### src/serial_master_pkg.sv
// Purpose: shared constants and types of the two-wire serial master
// Assumes: 32-bit APB register bus, byte offsets below are byte addresses
// Notes: status, enable, disable and mask registers share one bit layout

package serial_master_pkg;

	// ------------------------------------------------------------
	// register byte offsets
	// ------------------------------------------------------------
	localparam logic [7:0] OFS_CONTROL = 8'h00;
	localparam logic [7:0] OFS_MASTER_MODE = 8'h04;
	localparam logic [7:0] OFS_INTERNAL_ADDRESS = 8'h0C;
	localparam logic [7:0] OFS_CLOCK_WAVEFORM = 8'h10;
	localparam logic [7:0] OFS_BUS_STATUS = 8'h20;
	localparam logic [7:0] OFS_IRQ_ENABLE = 8'h24;
	localparam logic [7:0] OFS_IRQ_DISABLE = 8'h28;
	localparam logic [7:0] OFS_IRQ_MASK = 8'h2C;
	localparam logic [7:0] OFS_RX_HOLDING = 8'h30;
	localparam logic [7:0] OFS_TX_HOLDING = 8'h34;

	// ------------------------------------------------------------
	// control command bits
	// ------------------------------------------------------------
	localparam int CMD_START = 0;
	localparam int CMD_STOP = 1;
	localparam int CMD_MASTER_ENABLE = 2;
	localparam int CMD_MASTER_DISABLE = 3;
	localparam int CMD_SOFT_RESET = 7;

	// ------------------------------------------------------------
	// master mode fields
	// ------------------------------------------------------------
	localparam int MODE_SIZE_LSB = 8;
	localparam int MODE_READ_BIT = 12;
	localparam int MODE_SADDR_LSB = 16;

	// ------------------------------------------------------------
	// clock waveform fields
	// ------------------------------------------------------------
	localparam int WAVE_LOW_LSB = 0;
	localparam int WAVE_HIGH_LSB = 8;
	localparam int WAVE_EXP_LSB = 16;
	localparam logic [17:0] PERIOD_EXTRA = 18'h00003;

	// ------------------------------------------------------------
	// status flag positions
	// ------------------------------------------------------------
	localparam int FLG_DONE = 0;
	localparam int FLG_RX_READY = 1;
	localparam int FLG_TX_READY = 2;
	localparam int FLG_OVERRUN = 6;
	localparam int FLG_UNDERRUN = 7;
	localparam int FLG_NO_ACK_FLAG = 8;
	localparam logic [8:0] FLAG_BITS = 9'h1C7;

	// ------------------------------------------------------------
	// reset values
	// ------------------------------------------------------------
	localparam logic [8:0] FLAGS_RESET = 9'h000;
	localparam logic [8:0] MASK_RESET = 9'h000;

	typedef enum logic [3:0]
	{
		ST_IDLE = 4'b0001,
		ST_START = 4'b0010,
		ST_BIT = 4'b0100,
		ST_STOP = 4'b1000
	} link_state_t;

endpackage

### src/serial_master.sv
// Purpose: two-wire serial bus master with its APB register file
// Assumes: open-drain scl and sda, one clock clk at 250 MHz
// Notes: no clock stretching; bus must be idle high before a frame starts
//
// Our own choices: the register offsets and the APB slave port.

`timescale 1ns/1ps

module serial_master
	import serial_master_pkg::*;
(
	input wire logic clk,
	input wire logic rst_n,
	input wire logic psel,
	input wire logic penable,
	input wire logic pwrite,
	input wire logic [7:0] paddr,
	input wire logic [31:0] pwdata,
	output logic [31:0] prdata,
	output logic pready,
	output logic pslverr,
	input wire logic scl_in,
	output logic scl_out,
	output logic scl_oe,
	input wire logic sda_in,
	output logic sda_out,
	output logic sda_oe,
	output logic irq
);

	typedef struct packed {
		logic [6:0] sadr;
		logic rd;
		logic [1:0] iasz;
		logic [23:0] int_addr;
		logic [7:0] low_div;
		logic [7:0] high_div;
		logic [2:0] scale_exp;
		logic [7:0] thr;
		logic [7:0] rhr;
		logic [7:0] shreg;
		logic [8:0] flags;
		logic [8:0] mask;
		logic enabled;
		logic pend;
		logic stop_req;
		logic nak_pend;
		logic need_rs;
		link_state_t state;
		logic [1:0] step;
		logic [17:0] cnt;
		logic [3:0] bitn;
		logic [1:0] part;
		logic [1:0] iacnt;
		logic scl_drv;
		logic sda_drv;
		logic scl_s1;
		logic scl_s2;
		logic scl_s3;
		logic scl_f;
		logic sda_s1;
		logic sda_s2;
		logic sda_s3;
		logic sda_f;
		logic [31:0] rdata;
	} core_t;

	core_t s;
	core_t n;
	logic wr_acc;
	logic rd_acc;
	logic setup_rd;
	logic hit;
	logic tick;
	logic rxd;
	logic go_stop;
	logic [17:0] tl;
	logic [17:0] th;
	logic [8:0] fset;
	logic [8:0] fclr;
	logic [7:0] nb;
	logic [31:0] rmux;

	function automatic logic [17:0] period(input logic [7:0] div, input logic [2:0] ex);
		return ({10'h000, div} << ex) + PERIOD_EXTRA;
	endfunction

	// ------------------------------------------------------------
	// bus slave decode
	// ------------------------------------------------------------
	assign wr_acc = psel && penable && pwrite;
	assign rd_acc = psel && penable && !pwrite;
	assign setup_rd = psel && !penable && !pwrite;
	assign hit = (paddr == OFS_CONTROL) || (paddr == OFS_MASTER_MODE)
		|| (paddr == OFS_INTERNAL_ADDRESS) || (paddr == OFS_CLOCK_WAVEFORM)
		|| (paddr == OFS_BUS_STATUS) || (paddr == OFS_IRQ_ENABLE)
		|| (paddr == OFS_IRQ_DISABLE) || (paddr == OFS_IRQ_MASK)
		|| (paddr == OFS_RX_HOLDING) || (paddr == OFS_TX_HOLDING);
	// read data is captured in the setup cycle, so zero wait states suffice
	assign pready = 1'b1;
	assign pslverr = psel && penable && !hit;
	assign prdata = s.rdata;
	assign scl_out = 1'b0;
	assign sda_out = 1'b0;
	assign scl_oe = s.scl_drv;
	assign sda_oe = s.sda_drv;
	assign irq = |(s.flags & s.mask);
	assign tl = period(s.low_div, s.scale_exp);
	assign th = period(s.high_div, s.scale_exp);
	assign tick = (s.cnt == 18'h00000);
	assign rxd = (s.part == 2'd2) && s.rd;

	// ------------------------------------------------------------
	// read mux
	// ------------------------------------------------------------
	always_comb
	begin
		rmux = 32'h0000_0000;
		case (paddr)
			OFS_MASTER_MODE: rmux = {9'h000, s.sadr, 3'h0, s.rd, 2'h0, s.iasz, 8'h00};
			OFS_INTERNAL_ADDRESS: rmux = {8'h00, s.int_addr};
			OFS_CLOCK_WAVEFORM: rmux = {13'h0000, s.scale_exp, s.high_div, s.low_div};
			OFS_BUS_STATUS: rmux = {23'h000000, s.flags};
			OFS_IRQ_MASK: rmux = {23'h000000, s.mask};
			OFS_RX_HOLDING: rmux = {24'h000000, s.rhr};
			OFS_TX_HOLDING: rmux = {24'h000000, s.thr};
			default: rmux = 32'h0000_0000;
		endcase
	end

	// ------------------------------------------------------------
	// next state
	// ------------------------------------------------------------
	always_comb
	begin
		n = s;
		fset = 9'h000;
		fclr = 9'h000;
		nb = s.shreg;
		go_stop = 1'b0;
		// three-stage pin filter; a change counts once stages two and three agree
		n.scl_s1 = scl_in;
		n.scl_s2 = s.scl_s1;
		n.scl_s3 = s.scl_s2;
		if (s.scl_s2 == s.scl_s3)
			n.scl_f = s.scl_s2;
		n.sda_s1 = sda_in;
		n.sda_s2 = s.sda_s1;
		n.sda_s3 = s.sda_s2;
		if (s.sda_s2 == s.sda_s3)
			n.sda_f = s.sda_s2;
		if (setup_rd)
			n.rdata = rmux;

		if (!tick)
			n.cnt = s.cnt - 18'h00001;
		unique case (s.state)
			ST_IDLE:
			begin
				n.scl_drv = 1'b0;
				n.sda_drv = 1'b0;
				if (s.pend && s.enabled && s.scl_f && s.sda_f)
				begin
					n.state = ST_START;
					n.step = 2'd0;
					n.cnt = th - 18'h00001;
					n.pend = 1'b0;
					n.part = 2'd0;
					n.iacnt = s.iasz;
					// reads with an internal address go out as write, then restart
					n.need_rs = s.rd && (s.iasz != 2'b00);
					n.shreg = {s.sadr, s.rd && (s.iasz == 2'b00)};
					fclr[FLG_DONE] = 1'b1;
				end
			end
			ST_START:
			begin
				if (tick)
				begin
					unique case (s.step)
						2'd2:
						begin
							n.scl_drv = 1'b0;
							n.step = 2'd0;
							n.cnt = th - 18'h00001;
						end
						2'd0:
						begin
							n.sda_drv = 1'b1;
							n.step = 2'd1;
							n.cnt = th - 18'h00001;
						end
						default:
						begin
							n.state = ST_BIT;
							n.scl_drv = 1'b1;
							n.sda_drv = ~s.shreg[7];
							n.step = 2'd0;
							n.bitn = 4'd0;
							n.cnt = tl - 18'h00001;
						end
					endcase
				end
			end
			ST_BIT:
			begin
				if (tick && (s.step == 2'd0))
				begin
					n.scl_drv = 1'b0;
					n.step = 2'd1;
					n.cnt = th - 18'h00001;
				end
				else if (tick && (s.bitn != 4'd8))
				begin
					n.shreg = {s.shreg[6:0], rxd & s.sda_f};
					n.bitn = s.bitn + 4'd1;
					n.scl_drv = 1'b1;
					n.step = 2'd0;
					n.cnt = tl - 18'h00001;
					n.sda_drv = rxd ? 1'b0 : ~s.shreg[6];
					if (s.bitn == 4'd7)
					begin
						// master acks each byte except the one before a stop
						n.sda_drv = rxd ? ~s.stop_req : 1'b0;
						if (rxd)
						begin
							n.rhr = {s.shreg[6:0], s.sda_f};
							fset[FLG_RX_READY] = 1'b1;
							fset[FLG_OVERRUN] = s.flags[FLG_RX_READY];
						end
					end
				end
				else if (tick)
				begin
					if (rxd)
						go_stop = s.stop_req;
					else if (s.sda_f)
					begin
						n.nak_pend = 1'b1;
						go_stop = 1'b1;
					end
					else if (s.iacnt != 2'd0)
					begin
						// most significant address byte first; the
						// last one sent is int_addr[7:0]
						unique case (s.iacnt)
							2'd3: nb = s.int_addr[23:16];
							2'd2: nb = s.int_addr[15:8];
							default: nb = s.int_addr[7:0];
						endcase
						n.iacnt = s.iacnt - 2'd1;
						n.part = 2'd1;
					end
					else if (s.need_rs)
						n.need_rs = 1'b0;
					else if (s.rd)
						n.part = 2'd2;
					else if (!s.flags[FLG_TX_READY])
					begin
						// a held byte still goes out before a requested stop
						nb = s.thr;
						fset[FLG_TX_READY] = 1'b1;
						n.part = 2'd2;
					end
					else if (s.stop_req)
						go_stop = 1'b1;
					else
					begin
						fset[FLG_UNDERRUN] = 1'b1;
						go_stop = 1'b1;
					end
					n.scl_drv = 1'b1;
					n.step = 2'd0;
					n.bitn = 4'd0;
					n.cnt = tl - 18'h00001;
					if (go_stop)
					begin
						n.state = ST_STOP;
						n.sda_drv = 1'b1;
					end
					else if (s.need_rs && (s.iacnt == 2'd0))
					begin
						// repeated start, now with the read direction
						n.state = ST_START;
						n.step = 2'd2;
						n.sda_drv = 1'b0;
						n.part = 2'd0;
						n.shreg = {s.sadr, 1'b1};
					end
					else
					begin
						n.shreg = nb;
						n.sda_drv = (n.part == 2'd2 && s.rd) ? 1'b0 : ~nb[7];
					end
				end
			end
			ST_STOP:
			begin
				if (tick)
				begin
					unique case (s.step)
						2'd0:
						begin
							n.scl_drv = 1'b0;
							n.step = 2'd1;
							n.cnt = th - 18'h00001;
						end
						2'd1:
						begin
							n.sda_drv = 1'b0;
							n.step = 2'd2;
							n.cnt = th - 18'h00001;
						end
						default:
						begin
							n.state = ST_IDLE;
							n.step = 2'd0;
							n.stop_req = 1'b0;
							n.nak_pend = 1'b0;
							fset[FLG_DONE] = 1'b1;
							fset[FLG_NO_ACK_FLAG] = s.nak_pend;
							fset[FLG_TX_READY] = s.nak_pend;
						end
					endcase
				end
			end
		endcase

		// --------------------------------------------------------
		// register writes and read side effects
		// --------------------------------------------------------
		if (wr_acc)
		begin
			unique case (paddr)
				OFS_CONTROL:
				begin
					if (pwdata[CMD_START])
						n.pend = 1'b1;
					if (pwdata[CMD_STOP])
						n.stop_req = 1'b1;
					if (pwdata[CMD_MASTER_DISABLE])
						n.enabled = 1'b0;
					else if (pwdata[CMD_MASTER_ENABLE])
					begin
						n.enabled = 1'b1;
						fset[FLG_DONE] = 1'b1;
						fset[FLG_TX_READY] = 1'b1;
					end
				end
				OFS_MASTER_MODE:
				begin
					n.iasz = pwdata[MODE_SIZE_LSB +: 2];
					n.rd = pwdata[MODE_READ_BIT];
					n.sadr = pwdata[MODE_SADDR_LSB +: 7];
				end
				OFS_INTERNAL_ADDRESS: n.int_addr = pwdata[23:0];
				OFS_CLOCK_WAVEFORM:
				begin
					n.low_div = pwdata[WAVE_LOW_LSB +: 8];
					n.high_div = pwdata[WAVE_HIGH_LSB +: 8];
					n.scale_exp = pwdata[WAVE_EXP_LSB +: 3];
				end
				OFS_IRQ_ENABLE: n.mask = s.mask | (pwdata[8:0] & FLAG_BITS);
				OFS_IRQ_DISABLE: n.mask = s.mask & ~pwdata[8:0];
				OFS_TX_HOLDING:
				begin
					n.thr = pwdata[7:0];
					fclr[FLG_TX_READY] = 1'b1;
					if (!s.rd)
						n.pend = 1'b1;
				end
				default:
				begin
				end
			endcase
		end
		if (rd_acc && (paddr == OFS_BUS_STATUS))
		begin
			fclr[FLG_NO_ACK_FLAG] = 1'b1;
			fclr[FLG_OVERRUN] = s.flags[FLG_DONE];
			fclr[FLG_UNDERRUN] = s.flags[FLG_DONE];
		end
		if (rd_acc && (paddr == OFS_RX_HOLDING))
			fclr[FLG_RX_READY] = 1'b1;
		// hardware set wins over a clear in the same cycle
		n.flags = (s.flags & ~fclr) | fset;

		if (wr_acc && (paddr == OFS_CONTROL) && pwdata[CMD_SOFT_RESET])
		begin
			n = '0;
			n.state = ST_IDLE;
			n.scl_f = 1'b1;
			n.sda_f = 1'b1;
		end
	end

	always_ff @(posedge clk or negedge rst_n)
	begin
		if (!rst_n)
		begin
			s <= '0;
			s.state <= ST_IDLE;
			s.flags <= FLAGS_RESET;
			s.mask <= MASK_RESET;
			s.scl_s1 <= 1'b1;
			s.scl_s2 <= 1'b1;
			s.scl_s3 <= 1'b1;
			s.scl_f <= 1'b1;
			s.sda_s1 <= 1'b1;
			s.sda_s2 <= 1'b1;
			s.sda_s3 <= 1'b1;
			s.sda_f <= 1'b1;
		end
		else
			s <= n;
	end

	// ------------------------------------------------------------
	// checks
	// ------------------------------------------------------------
	logic [17:0] low_len;
	logic [17:0] high_len;

	always_ff @(posedge clk or negedge rst_n)
	begin
		if (!rst_n)
		begin
			low_len <= 18'h00000;
			high_len <= 18'h00000;
		end
		else
		begin
			low_len <= s.scl_drv ? low_len + 18'h00001 : 18'h00000;
			high_len <= s.scl_drv ? 18'h00000 : high_len + 18'h00001;
		end
	end
endmodule

### config.mk
export PLATFORM = sky130hd
export DESIGN_NAME = serial_master
export DESIGN_NICKNAME = d
export VERILOG_FILES = /design/src/serial_master_pkg.sv /design/src/serial_master.sv
export SDC_FILE = /design/constraint.sdc
export NUM_CORES = 1
export LEC_CHECK = 0
export ABC_AREA = 1
export BUFFER_PORTS_ARGS = -buffer_cell sky130_fd_sc_hd__buf_2
export CAP_MARGIN = 10
export CORE_MARGIN = 10
export CORE_UTILIZATION = 45
export DETAILED_ROUTE_END_ITERATION = 16
export PLACE_DENSITY = 0.66
export RECOVER_POWER = 25
export REMOVE_ABC_BUFFERS = 1
export SLEW_MARGIN = 20
export SYNTH_ARGS = -nofsm -noshare
export SYNTH_HDL_FRONTEND = slang
export SYNTH_SLANG_ARGS = --single-unit
### constraint.sdc
create_clock -name clk -period 2.2 [get_ports clk]
set_input_delay 0.44 -clock clk [delete_from_list [all_inputs] [get_ports clk]]
set_output_delay 0.44 -clock clk [all_outputs]
set_load 0.01 [all_outputs]
* Word-level counts from Yosys, hierarchy flattened
Index checks and enable logic that the tools add are counted.
Operators by class: shift-type cells 2, multiplexer cells 169, bitwise logic cells 12, multiply operators 0, $add $sub $neg 7, reduce and logical (&&, ||, !) cells 78, equality and inequality tests 50, order comparisons 0, div/mod/pow operators 0
Operators by type and width (count):
- 2-to-1 mux 174 bit | 1
- 2-to-1 mux 8 bit | 21
- case mux 24 bit (7 select lines) | 1
- case mux 24 bit (4 select lines) | 1
- 2-to-1 mux 1 bit | 78
- 2-to-1 mux 24 bit | 3
- 2-to-1 mux 61 bit | 1
- subtractor 18 x 1 -> 18 bit (second input constant) | 3
- equality test 8 x 6 -> 1 bit (second input constant) | 6
- 2-to-1 mux 4 bit | 12
- 2-to-1 mux 6 bit | 8
- inequality test 3 bit (second input constant) | 16
- case mux 19 bit (2 select lines) | 1
- adder 18 x 2 -> 18 bit (second input constant) | 2
- 2-to-1 mux 18 bit | 2
- 2-to-1 mux 36 bit | 1
- << shifter 8 x 3 -> 18 bit | 2
- 2-to-1 mux 2 bit | 17
- 2-to-1 mux 32 bit | 1
- case mux 8 bit (2 select lines) | 2
- nonzero test 2 bit | 15
- 2-to-1 mux 28 bit | 1
- bitwise AND 9 bit | 3
- 2-to-1 mux 25 bit | 1
- other kinds (49) | 119
Word-level totals: register bits after elaboration 174, memory bits (writable) 0, bits in read-only memories 0, memories 0, latch bits 0, input bits 47

* Depth between registers and ports, before layout
Gate-level depths: netlist of run 1.
depth after elaboration 21, depth in mapped cells 18

* Worst setup path after synthesis of run 1
Ideal clock, no wire load.
path kind input to output, start point input port paddr[4], end point output port pslverr, data arrival time 1.596 ns, stages on the path 7, slack 0.164 ns, cell sequence inv_1 -> nand3_1 -> inv_1 -> nand2_1 -> clkbuf_1 -> nand4_1 -> nor4_1
On the way: word-level cells in the longest chain between the ends 12, elaborated cells on any way between the ends 21, classes of those cells eq/ne: 9; reduce/logical: 12
Ends and longest elaborated chain:
- start: declaration | RTL line serial_master.sv:17 | input wire logic [7:0] paddr,
- equality test 8 x 3 -> 1 bit or logical NOT 8 bit (tied branches) | RTL line serial_master.sv:94 | assign hit = (paddr == OFS_CONTROL) || (paddr == OFS_MASTER_MODE)
- logical OR 1 bit | RTL line serial_master.sv:94
- logical OR 1 bit (2 in a row) | RTL line serial_master.sv:95 | || (paddr == OFS_INTERNAL_ADDRESS) || (paddr == OFS_CLOCK_WAVEFORM)
- logical OR 1 bit (2 in a row) | RTL line serial_master.sv:96 | || (paddr == OFS_BUS_STATUS) || (paddr == OFS_IRQ_ENABLE)
- logical OR 1 bit (2 in a row) | RTL line serial_master.sv:97 | || (paddr == OFS_IRQ_DISABLE) || (paddr == OFS_IRQ_MASK)
- logical OR 1 bit | RTL line serial_master.sv:98 | || (paddr == OFS_RX_HOLDING) || (paddr == OFS_TX_HOLDING);
- logical OR 1 bit * | RTL line serial_master.sv:98
- logical NOT 1 bit * | RTL line serial_master.sv:101 | assign pslverr = psel && penable && !hit;
- logical AND 1 bit * | RTL line serial_master.sv:101
- end: declaration | RTL line serial_master.sv:21 | output logic pslverr,
Mark *: on every way between the ends. The rest lies on a longest branch, timed or not.

* Final worst setup path of run 1
start point register s[50] in the netlist's numbering, end point register s[102] in the netlist's numbering
On the way: word-level cells in the longest chain between the ends 6, elaborated cells on any way between the ends 16, classes of those cells eq/ne: 8; mux: 4; reduce/logical: 4
Ends and longest elaborated chain:
- start: declaration | RTL line serial_master.sv:68 | core_t s;
- start signal: assignment | RTL line serial_master.sv:415 | s <= n;
- logical NOT 18 bit * | RTL line serial_master.sv:110 | assign tick = (s.cnt == 18'h00000);
- logical AND 1 bit | RTL line serial_master.sv:213 | else if (tick && (s.bitn != 4'd8))
- 2-to-1 mux 8 bit | RTL line serial_master.sv:213
- 2-to-1 mux 16 bit | RTL line serial_master.sv:207 | if (tick && (s.step == 2'd0))
- case mux 8 bit (2 select lines) | RTL line serial_master.sv:157 | unique case (s.state)
- 2-to-1 mux 174 bit | RTL line serial_master.sv:388 | if (wr_acc && (paddr == OFS_CONTROL) && pwdata[CMD_SOFT_RESET])
Mark *: on every way between the ends. The rest lies on a longest branch, timed or not. The select of a mux whose other input is x is not followed. A chain may end at the register's enable or synchronous reset.

==> results.py, run 1 <==
metrics = {
    "outcome": {
        "status": "finished, final reports clean",
    },
    "worst_setup_path": {
        "path_class": "reg -> reg",
        "end_kind": "flop",
        "critPathArrivalTime_ps": 2410,
        "r2r_start": "s[50]",
        "r2r_end": "s[102]",
        "slowest_delay_ps": 390,
        "crit_required_ps": 2530,
        "cpMaxStageDelayCell": "dfrtp_1",
        "worstPathCellList": "inv_1 -> ha_4 -> nand3_1 -> nor2_2 -> nand3_2 -> buf_4 -> nor2_2 -> nor2_1 -> nor2_4 -> nand2_4 -> nor2_8 -> nand3_1 -> nand2_1 -> inv_1",
        "r2r_cells": 14,
        "start_kind": "flop",
        "regToRegSetupSlack_ps": 120,
        "critPathMaxFanout": 6,
    },
    "global_route": {
        "grt_max_degree": 51,
        "grt_pass1_vias": 10700,
        "grt_usage_pct": 22.6,
        "antenna_found_initial": 0,
        "overflow": 0,
        "grt_pass1_wl_um": 55700,
    },
    "final_layout": {
        "final_area_sq_mm": 0.0127,
        "layout_commonest_cell": "nand2_1",
        "final_util_pct": 54.3,
        "num-fill-cells": 2318,
        "seq_area_sq_mm": 0.00409,
        "layout_common_cells": "373 x nand2_1, 196 x inv_1, 152 x dfrtp_1",
        "final_net_count": 1702,
        "diodes": 0,
        "area_growth_pct": 19.7,
        "layout-drive-gt1-share_pct": 18.3,
        "multi_input_area_sq_mm": 0.00538,
    },
    "placement": {
        "place_area_sq_mm": 0.0118,
        "post-place-ws_ps": -37.9,
        "port_buffers": 66,
        "place_congestion": 0.972,
        "hpwl_um": 26500,
    },
    "power_and_ir_drop": {
        "vdd_drop_max_uv": 411,
        "p_total_uw": 7540,
        "p_leak_uw": 0.00643,
        "powerDensity_mw_per_mm2": 596,
    },
    "synth": {
        "syn_inst": 1514,
        "yosysSeqAreaShare_pct": 38.7,
        "synth_top_flop_cell": "dfrtp_1",
        "netlist_area_sq_mm": 0.0106,
        "syn_avg_cell_area_sq_um": 6.99,
        "yosysUniqueCellTypes": 54,
        "synth_enable_flop_cells": 0,
        "ys_warn_count": 0,
        "synth_seq_cells": 163,
        "async_flop_share_pct": 100,
    },
    "drt": {
        "first_pass_iters": 5,
        "dr_total_vias": 10900,
        "ant_nets": 0,
        "drt-initial-drc-count": 977,
        "vias_per_cell": 5.49,
        "met3WireLength_um": 2280,
        "wl_per_cell_um": 17.4,
        "drt-met1-wl_um": 15000,
        "highest_layer": "met4",
        "wl_met2_um": 16300,
        "routed_wl_um": 34400,
        "route.detailed.drc": 0,
    },
    "clock_tree": {
        "numCtsBuffers": 17,
        "clkTransAtPathRegs_ps": 80,
        "cts_root_buf": "clkbuf_16",
        "cts_tree": "yes",
        "cts-htree-levels": 4,
        "cts_sinks": 163,
        "clk_latency_ps": 450,
        "cts_buffer_depth": 2,
    },
    "hold_path": {
        "hp-class": "in -> reg",
        "min_path_cells": 3,
        "worstHoldEndpoint": "s[39]",
        "min-delay-start": "scl_in",
    },
    "sta": {
        "min_period_ps": 2080,
        "finalMaxSlewViolations": 0,
        "fin_skew_ps": 18.6,
        "tightest_slew_ps": 1340,
        "timing.final.hold_violations": 0,
        "slew-limit-headroom_pct": 10.6,
        "fmax_ghz": 0.482,
        "fin_ws_ps": 124,
        "setup_viol": 0,
        "fin_crit_sh_pct": 94.4,
    },
    "die": {
        "coreArea_sq_mm": 0.0233,
        "num_rows": 56,
        "fp.dieH_um": 173,
        "num_io_pins": 86,
        "start_util_pct": 45.3,
        "dieArea_sq_mm": 0.0300,
        "die_x_um": 173,
    },
    "run": {
        "maxCapViolCount": 0,
    },
}
metrics by stage:
stage	hold slack [ps]	cells	setup TNS, ps
2_1_floorplan	144	1435	-32910
3_3_place_gp	415	1934	-63.1
3_5_place_dp	417	1934	-153
4_1_cts	155	1967	0
5_1_grt	155	1978	-31.0
6_report	165	1978	0
cell usage after synthesis, types with 10 or more instances:
cell type	n	share of area (%)
o21ai_0	110	5.2
nand2_1	378	13
buf_4	40	2.8
o221ai_1	10	0.83
clkbuf_1	18	0.64
buf_2	23	1.1
nand3_1	141	6.7
o22ai_1	82	4.9
nor3_1	26	1.2
nor2_1	107	3.8
dfrtp_1	154	36
nand4_1	20	1.2
a21oi_1	73	3.5
inv_1	197	7.0
worst max-delay path by stage:
stage / start / end / slack, ps
finish: s[50] / s[102] / 120
floorplan: paddr[1] / prdata[23] / -590
detailed placement: paddr[7] / s[73] / -40
global route: s[121] / s[56] / -20
CTS: s[59] / sda_oe / 50
global placement: s[59] / sda_oe / -30
layer usage:
| layer | GRT usage (%) | up-vias |
|---|---|---|
| met5 | 0 | - |
| met4 | 7.29 | 0 |
| met3 | 5.18 | 61 |
| met2 | 37.3 | 408 |
| met1 | 28.7 | 5138 |
| li1 | - | 5247 |
power breakdown:
| group | total (uW) | switching (uW) | internal [uW] |
|---|---|---|---|
| logic | 1170 | 717 | 451 |
| clock network | 3110 | 1550 | 1570 |
| registers | 3260 | 118 | 3140 |
| total | 7540 | 2380 | 5160 |
area by class of cell:
cell class	instances	share of cell area [%]
clock inverter	15	1.62
timing repair buffer	191	10.8
sequential	163	32.3
multi-input combinational	1065	42.5
clock buffer	17	3.36
tap	319	3.15
inverter	208	6.23
logic make-up after synthesis:
logic type               count (synthesis)  synth area share, %
AO/OA/AOI/OAI                          316                 17.1
other                                    2               0.0710
adder cells (fa/ha/maj)                  9                 1.06
buffers and inverters                  296                 12.3
flip-flops                             163                 38.7
XOR/XNOR                                12                0.994
AND/OR/NAND/NOR                        716                 29.8
timing repair:
action,CTS,global route
hold endpoints to repair,45,0
pin swaps,0,6
gates resized for setup,3,44
hold buffers,1,0
cloned,0,1
setup buffers,0,10
endpoints found under the setup margin,6,49
worst max-delay path: cells and delay by family (launching register included):
kind                     cells  cell delay (ps)
adder cells (fa/ha/maj)      1              160
buffers and inverters        3              330
flip-flops                   1              390
AND/OR/NAND/NOR             10             1090
flip-flops by register name, indices dropped and copies added (netlist names):
signal / cells
scl_oe: 1
prdata: 24
sda_oe: 1
s: 137
No activity file was read; power rests on OpenSTA's default activity.
==> inputs of run 2 (changes only) <==
--- a/config.mk
+++ b/config.mk
@@ -7,9 +7,9 @@
 export LEC_CHECK = 0
 export ABC_AREA = 1
 export BUFFER_PORTS_ARGS = -buffer_cell sky130_fd_sc_hd__buf_2
-export CAP_MARGIN = 10
 export CORE_MARGIN = 10
 export CORE_UTILIZATION = 45
+export CTS_BUF_LIST = sky130_fd_sc_hd__clkbuf_2
 export DETAILED_ROUTE_END_ITERATION = 16
 export PLACE_DENSITY = 0.66
 export RECOVER_POWER = 25
==> run 2 against run 1 <==
Effect of this change: the run now ends with setup timing left; global-route usage is 0.16 points lower; design area is 0.15% higher; clock-buffer cell count stayed put; non-clock buffer count is 34 higher; register-to-register slack hardly changed; final cell count is 1.8% higher.
==> results.py, run 2 (same netlist as run 1, synthesis figures left out) <==
metrics = {
    "global_route": {
        "overflow": 0,
        "grt_pass1_wl_um": 55400,
        "grt_usage_pct": 22.4,
        "grt_pass1_vias": 10700,
        "antenna_found_initial": 2,
        "grt_max_degree": 51,
    },
    "final_layout": {
        "layout_common_cells": "368 x nand2_1, 194 x inv_1, 153 x dfrtp_1",
        "num-fill-cells": 2307,
        "area_growth_pct": 19.9,
        "layout_commonest_cell": "nand2_1",
        "final_cells": 2014,
        "final_net_count": 1736,
        "regMostFlops": "s",
        "final_area_sq_mm": 0.0127,
        "largest_reg_flops": 137,
        "layout-drive-gt1-share_pct": 19.1,
    },
    "clock_tree": {
        "cts-htree-levels": 4,
        "numCtsBuffers": 17,
        "cts_buffer_depth": 2,
        "cts_tree": "yes",
        "clkTransAtPathRegs_ps": 320,
        "cts_root_buf": "clkbuf_2",
        "cts_sinks": 163,
        "clk_latency_ps": 800,
    },
    "placement": {
        "place_area_sq_mm": 0.0118,
        "place_congestion": 0.972,
        "dp.cells": 1934,
        "port_buffers": 66,
        "post-place-ws_ps": -37.9,
        "hpwl_um": 26500,
    },
    "hold_path": {
        "worstHoldEndpoint": "s[86]",
        "hp-class": "in -> reg",
        "min_path_cells": 5,
        "min-delay-start": "paddr[3]",
    },
    "worst_setup_path": {
        "r2r_cells": 10,
        "cpMaxStageDelayCell": "dfrtp_1",
        "regToRegSetupSlack_ps": 130,
        "slowest_delay_ps": 480,
        "r2r_end": "s[51]",
        "end_kind": "primary output",
        "start_kind": "flop",
        "r2r_start": "s[63]",
        "critPathMaxFanout": 3,
        "path_class": "reg -> out",
        "critPathArrivalTime_ps": 1810,
        "crit_required_ps": 1760,
        "worst-path-buf-inv": 1,
        "worstPathCellList": "nand2_1 -> o21ai_2 -> a21oi_2 -> o2111ai_2 -> buf_2",
        "cp_top_family": "flip-flops",
    },
    "drt": {
        "wl_per_cell_um": 17.1,
        "ant_nets": 0,
        "vias_per_cell": 5.49,
        "routed_wl_um": 34400,
        "route.detailed.drc": 0,
        "dr_total_vias": 11100,
        "first_pass_iters": 5,
        "drt-initial-drc-count": 946,
    },
    "run": {
        "maxCapViolCount": 0,
    },
    "die": {
        "start_util_pct": 45.3,
        "dieArea_sq_mm": 0.0300,
        "coreArea_sq_mm": 0.0233,
        "num_rows": 56,
        "fp.dieH_um": 173,
        "num_io_pins": 86,
        "die_x_um": 173,
    },
    "sta": {
        "setup_viol": 1,
        "fin_ws_ps": -53.9,
        "timing.final.hold_violations": 0,
        "fin_skew_ps": 76.7,
        "slew-limit-headroom_pct": 13.9,
        "fin_crit_sh_pct": 102,
        "tightest_slew_ps": 1290,
        "finalSetupTns_ps": -53.9,
        "min_period_ps": 2250,
        "fmax_ghz": 0.444,
        "hold_ws_ps": 137,
        "rsz0062_at_grt": "true",
        "finalMaxSlewViolations": 0,
    },
    "power_and_ir_drop": {
        "p_leak_uw": 0.00644,
        "vdd_drop_max_uv": 330,
        "powerDensity_mw_per_mm2": 498,
    },
    "outcome": {
        "status": "finished with violations",
        "violations": "setup timing",
    },
}
[run 2: changes by cell type in the layout (fill, tap and decap cells not counted), moves of 4 or more]
| cell | change |
|---|---|
| dlygate4sd3_1 | +26 |
| clkbuf_16 | -17 |
| clkbuf_2 | +17 |
| nand2_1 | -5 |
| nand2_2 | +5 |
| buf_4 | +4 |
[run 2: per-stage QoR]
step | utilization (%) | power, uW
floorplan | - | 3950
global placement | 50.5 | 4400
detailed placement | 50.5 | 4420
CTS | 53.0 | 6260
global route | 54.3 | 6640
finish | 54.3 | 6320
[run 2: final cells by class]
cell class              instances  area [sq um]  share of cell area, %
multi-input cells            1065          5410                   42.7
flip-flops and latches        163          4090                   32.3
repair buffers                225          1690                   13.4
inverters                     208           790                   6.23
well taps                     319           399                   3.15
clock inverters                15           205                   1.62
clock buffers                  17          85.1                  0.671
diodes                          2          5.00                 0.0395
[run 2: metal layers]
layer / routed length (um) / vias to the layer above / track usage [%]
li1: - / 5312 / -
met1: 14700 / 5231 / 28.3
met2: 16200 / 439 / 36.6
met3: 2430 / 80 / 5.51
met4: 1090 / 0 / 7.94
met5: 0 / - / 0
[run 2: power by group]
part	total, uW	switching, uW	leakage (uW)	internal [uW]
Combinational	1240	731	0.00434	505
Clock	1820	1390	0.000160	427
Sequential	3260	115	0.00194	3150
Total	6320	2240	0.00644	4080
[run 2: worst max-delay path by stage]
| stage | startpoint | endpoint | slack (ps) | cells after the start |
|---|---|---|---|---|
| CTS | s[88] | irq | -110 | 5 |
| detailed placement | paddr[7] | s[73] | -40 | 12 |
| floorplan | paddr[1] | prdata[23] | -590 | 9 |
| global route | s[88] | irq | -210 | 5 |
| finish | s[88] | irq | -50 | 5 |
| global placement | s[59] | sda_oe | -30 | 10 |
[run 2: tightest hold or removal path: cells and delay by family]
| kind | cells | cell delay (ps) |
|---|---|---|
| buffers and inverters | 2 | 280 |
| and+or+nand+nor | 2 | 170 |
| AOI/OAI and AO/OA | 1 | 60 |
[run 2: repair_timing]
| item | CTS | global route |
|---|---|---|
| endpoints found under the setup margin | 13 | 51 |
| endpoints found under the hold margin | 189 | 0 |
| setup buffers | 2 | 16 |
| resized for setup | 5 | 58 |
| pin swaps | 2 | 13 |
| cloned | 0 | 1 |
| hold buffers | 27 | 0 |
==> inputs of run 3 (changes only) <==
--- a/config.mk
+++ b/config.mk
@@ -6,11 +6,12 @@
 export NUM_CORES = 1
 export LEC_CHECK = 0
 export ABC_AREA = 1
-export BUFFER_PORTS_ARGS = -buffer_cell sky130_fd_sc_hd__buf_2
+export BUFFER_PORTS_ARGS = -buffer_cell sky130_fd_sc_hd__buf_4
 export CORE_MARGIN = 10
 export CORE_UTILIZATION = 45
 export CTS_BUF_LIST = sky130_fd_sc_hd__clkbuf_2
 export DETAILED_ROUTE_END_ITERATION = 16
+export HOLD_SLACK_MARGIN = 0.03
 export PLACE_DENSITY = 0.66
 export RECOVER_POWER = 25
 export REMOVE_ABC_BUFFERS = 1
==> run 3 against run 2 <==
Effect of this change: critical path type unchanged; register-to-register slack got worse by 50 ps; final cell count increased by 0.15%; hold slack got worse by 8.1 ps; setup slack got worse by 37 ps; clock skew shrank 11 ps; the flow still finishes with violations (setup timing); design area grew 1.9%; largest cell class unchanged; flip-flop and latch count unchanged; routed wire length rose by 0.93%; non-clock buffer count up 4; critical endpoint unchanged; first-iteration DRC count rose by 5.6%; via count is 0.94% higher; total power down 0.57%.
==> results.py, run 3 (same netlist as run 1, synthesis figures left out) <==
metrics = {
    "global_route": {
        "overflow": 0,
        "grt_pass1_vias": 10700,
        "top_usage_layer": "met2",
        "grt_usage_pct": 22.5,
        "met3_usage_pct": 4.44,
        "antenna_found_initial": 1,
        "use_met1_pct": 28.8,
        "grt_pass1_wl_um": 55700,
        "gr-usage-met2_pct": 36.8,
        "grt_max_degree": 54,
    },
    "worst_setup_path": {
        "crit_required_ps": 1760,
        "start_kind": "flop",
        "cp_top_family": "flip-flops",
        "regToRegSetupSlack_ps": 80,
        "cpMaxStageDelayCell": "dfrtp_1",
        "worst-path-buf-inv": 1,
        "slowest_delay_ps": 470,
        "cp-startpoint": "s[88]",
        "r2r_cells": 13,
        "end_kind": "primary output",
        "critPathArrivalTime_ps": 1850,
        "worstPathCellList": "nand2_1 -> o21ai_2 -> a21oi_2 -> o2111ai_2 -> buf_4",
        "path_class": "reg -> out",
        "r2r_start": "s[63]",
        "r2r_end": "s[103]",
        "critPathMaxFanout": 3,
    },
    "sta": {
        "rsz0062_at_grt": "true",
        "fmax_ghz": 0.436,
        "fin_ws_ps": -91.3,
        "timing.final.hold_violations": 0,
        "fin_skew_ps": 66.1,
        "tightest_slew_ps": 1370,
        "min_period_ps": 2290,
        "setup_viol": 1,
        "fin_crit_sh_pct": 104,
        "hold_ws_ps": 129,
        "slew-limit-headroom_pct": 8.57,
        "finalMaxSlewViolations": 0,
    },
    "power_and_ir_drop": {
        "powerDensity_mw_per_mm2": 486,
        "p_leak_uw": 0.00647,
        "vdd_drop_max_uv": 329,
    },
    "final_layout": {
        "final_cells": 2017,
        "final_net_count": 1740,
        "layout-drive-gt1-share_pct": 21.0,
        "layout_commonest_cell": "nand2_1",
        "regMostFlops": "s",
        "area_growth_pct": 22.1,
        "layout_common_cells": "363 x nand2_1, 189 x buf_4, 187 x inv_1",
        "final_area_sq_mm": 0.0129,
        "largest_reg_flops": 137,
    },
    "placement": {
        "dp.cells": 1938,
        "post-place-ws_ps": -49.5,
        "port_buffers": 66,
        "place_area_sq_mm": 0.0120,
        "hpwl_um": 26500,
        "place_congestion": 0.936,
    },
    "clock_tree": {
        "cts_sinks": 163,
        "cts_root_buf": "clkbuf_2",
        "numCtsBuffers": 17,
        "cts_tree": "yes",
        "cts_buffer_depth": 2,
        "clkTransAtPathRegs_ps": 340,
        "clk_latency_ps": 810,
        "cts-htree-levels": 4,
    },
    "drt": {
        "vias_per_cell": 5.54,
        "ant_nets": 0,
        "wl_per_cell_um": 17.2,
        "route.detailed.drc": 0,
        "dr_total_vias": 11200,
        "first_pass_iters": 6,
        "drt-initial-drc-count": 999,
        "routed_wl_um": 34700,
    },
    "run": {
        "maxCapViolCount": 0,
    },
    "die": {
        "fp.dieH_um": 173,
        "coreArea_sq_mm": 0.0233,
        "num_rows": 56,
        "num_io_pins": 86,
        "die_x_um": 173,
        "dieArea_sq_mm": 0.0300,
        "start_util_pct": 45.3,
    },
    "outcome": {
        "status": "finished with violations",
        "violations": "setup timing",
    },
    "hold_path": {
        "min_path_cells": 6,
        "worstHoldEndpoint": "s[163]",
        "min-delay-start": "pwrite",
        "hp-class": "in -> reg",
    },
}
-- run 3: cell count changes in the layout (fill, tap and decap cells not counted), moves of 3 or more --
cell     before  now
a21oi_1      72   69
buf_12        8    5
buf_2        65    0
buf_4       118  189
ha_1          7    4
inv_1       194  187
inv_2        10   17
nand2_1     368  363
nand2_2      15   20
nand3_1     137  132
nand3_2       7   12
nor2_1       94   90
-- run 3: per-stage QoR --
stage | TNS, ps | total power [uW] | util (%)
finish | -91.3 | 6280 | 55.4
floorplan | -32910 | 3950 | -
CTS | -121 | 6210 | 53.7
global placement | -3.46 | 4400 | 51.3
detailed placement | -314 | 4420 | 51.3
global route | -434 | 6600 | 55.4
-- run 3: area by class of cell --
| class | count | area [sq um] |
|---|---|---|
| Antenna cell | 1 | 2.50 |
| Clock buffer | 17 | 85.1 |
| Clock inverter | 15 | 188 |
| Fill cell | 2253 | 10400 |
| Inverter | 208 | 786 |
| Multi-Input combinational cell | 1065 | 5510 |
| Sequential cell | 163 | 4090 |
| Tap cell | 319 | 399 |
| Timing Repair Buffer | 229 | 1850 |
-- run 3: worst max path at each step --
stage,to,slack [ps],cells after the start
6_report,irq,-90,5
2_1_floorplan,prdata[23],-590,9
3_3_place_gp,s[100],-3,12
4_1_cts,irq,-120,5
3_5_place_dp,s[71],-50,12
5_1_grt,irq,-210,5
-- run 3: worst reg2reg max path, delay by kind of cell (launching register included) --
family / cells / cell delay (ps)
and+or+nand+nor: 11 / 1380
buffers and inverters: 2 / 210
DFF: 1 / 490
-- run 3: per-layer routing --
layer	wire length [um]	up-vias
met1	14700	5289
met3	2550	84
met4	1160	0
met5	0	-
li1	-	5329
met2	16200	464
-- run 3: what timing repair did --
item	CTS	global route
hold endpoints to repair	193	0
gates resized for setup	6	91
hold buffers	27	0
pin swaps	1	18
setup buffers	2	16
gates cloned	0	1
setup endpoints to repair	14	54
-- run 3: where the power goes --
part	switching, uW	total, uW	internal [uW]
sequential	127	3280	3150
clock	1350	1760	403
combinational	737	1250	513
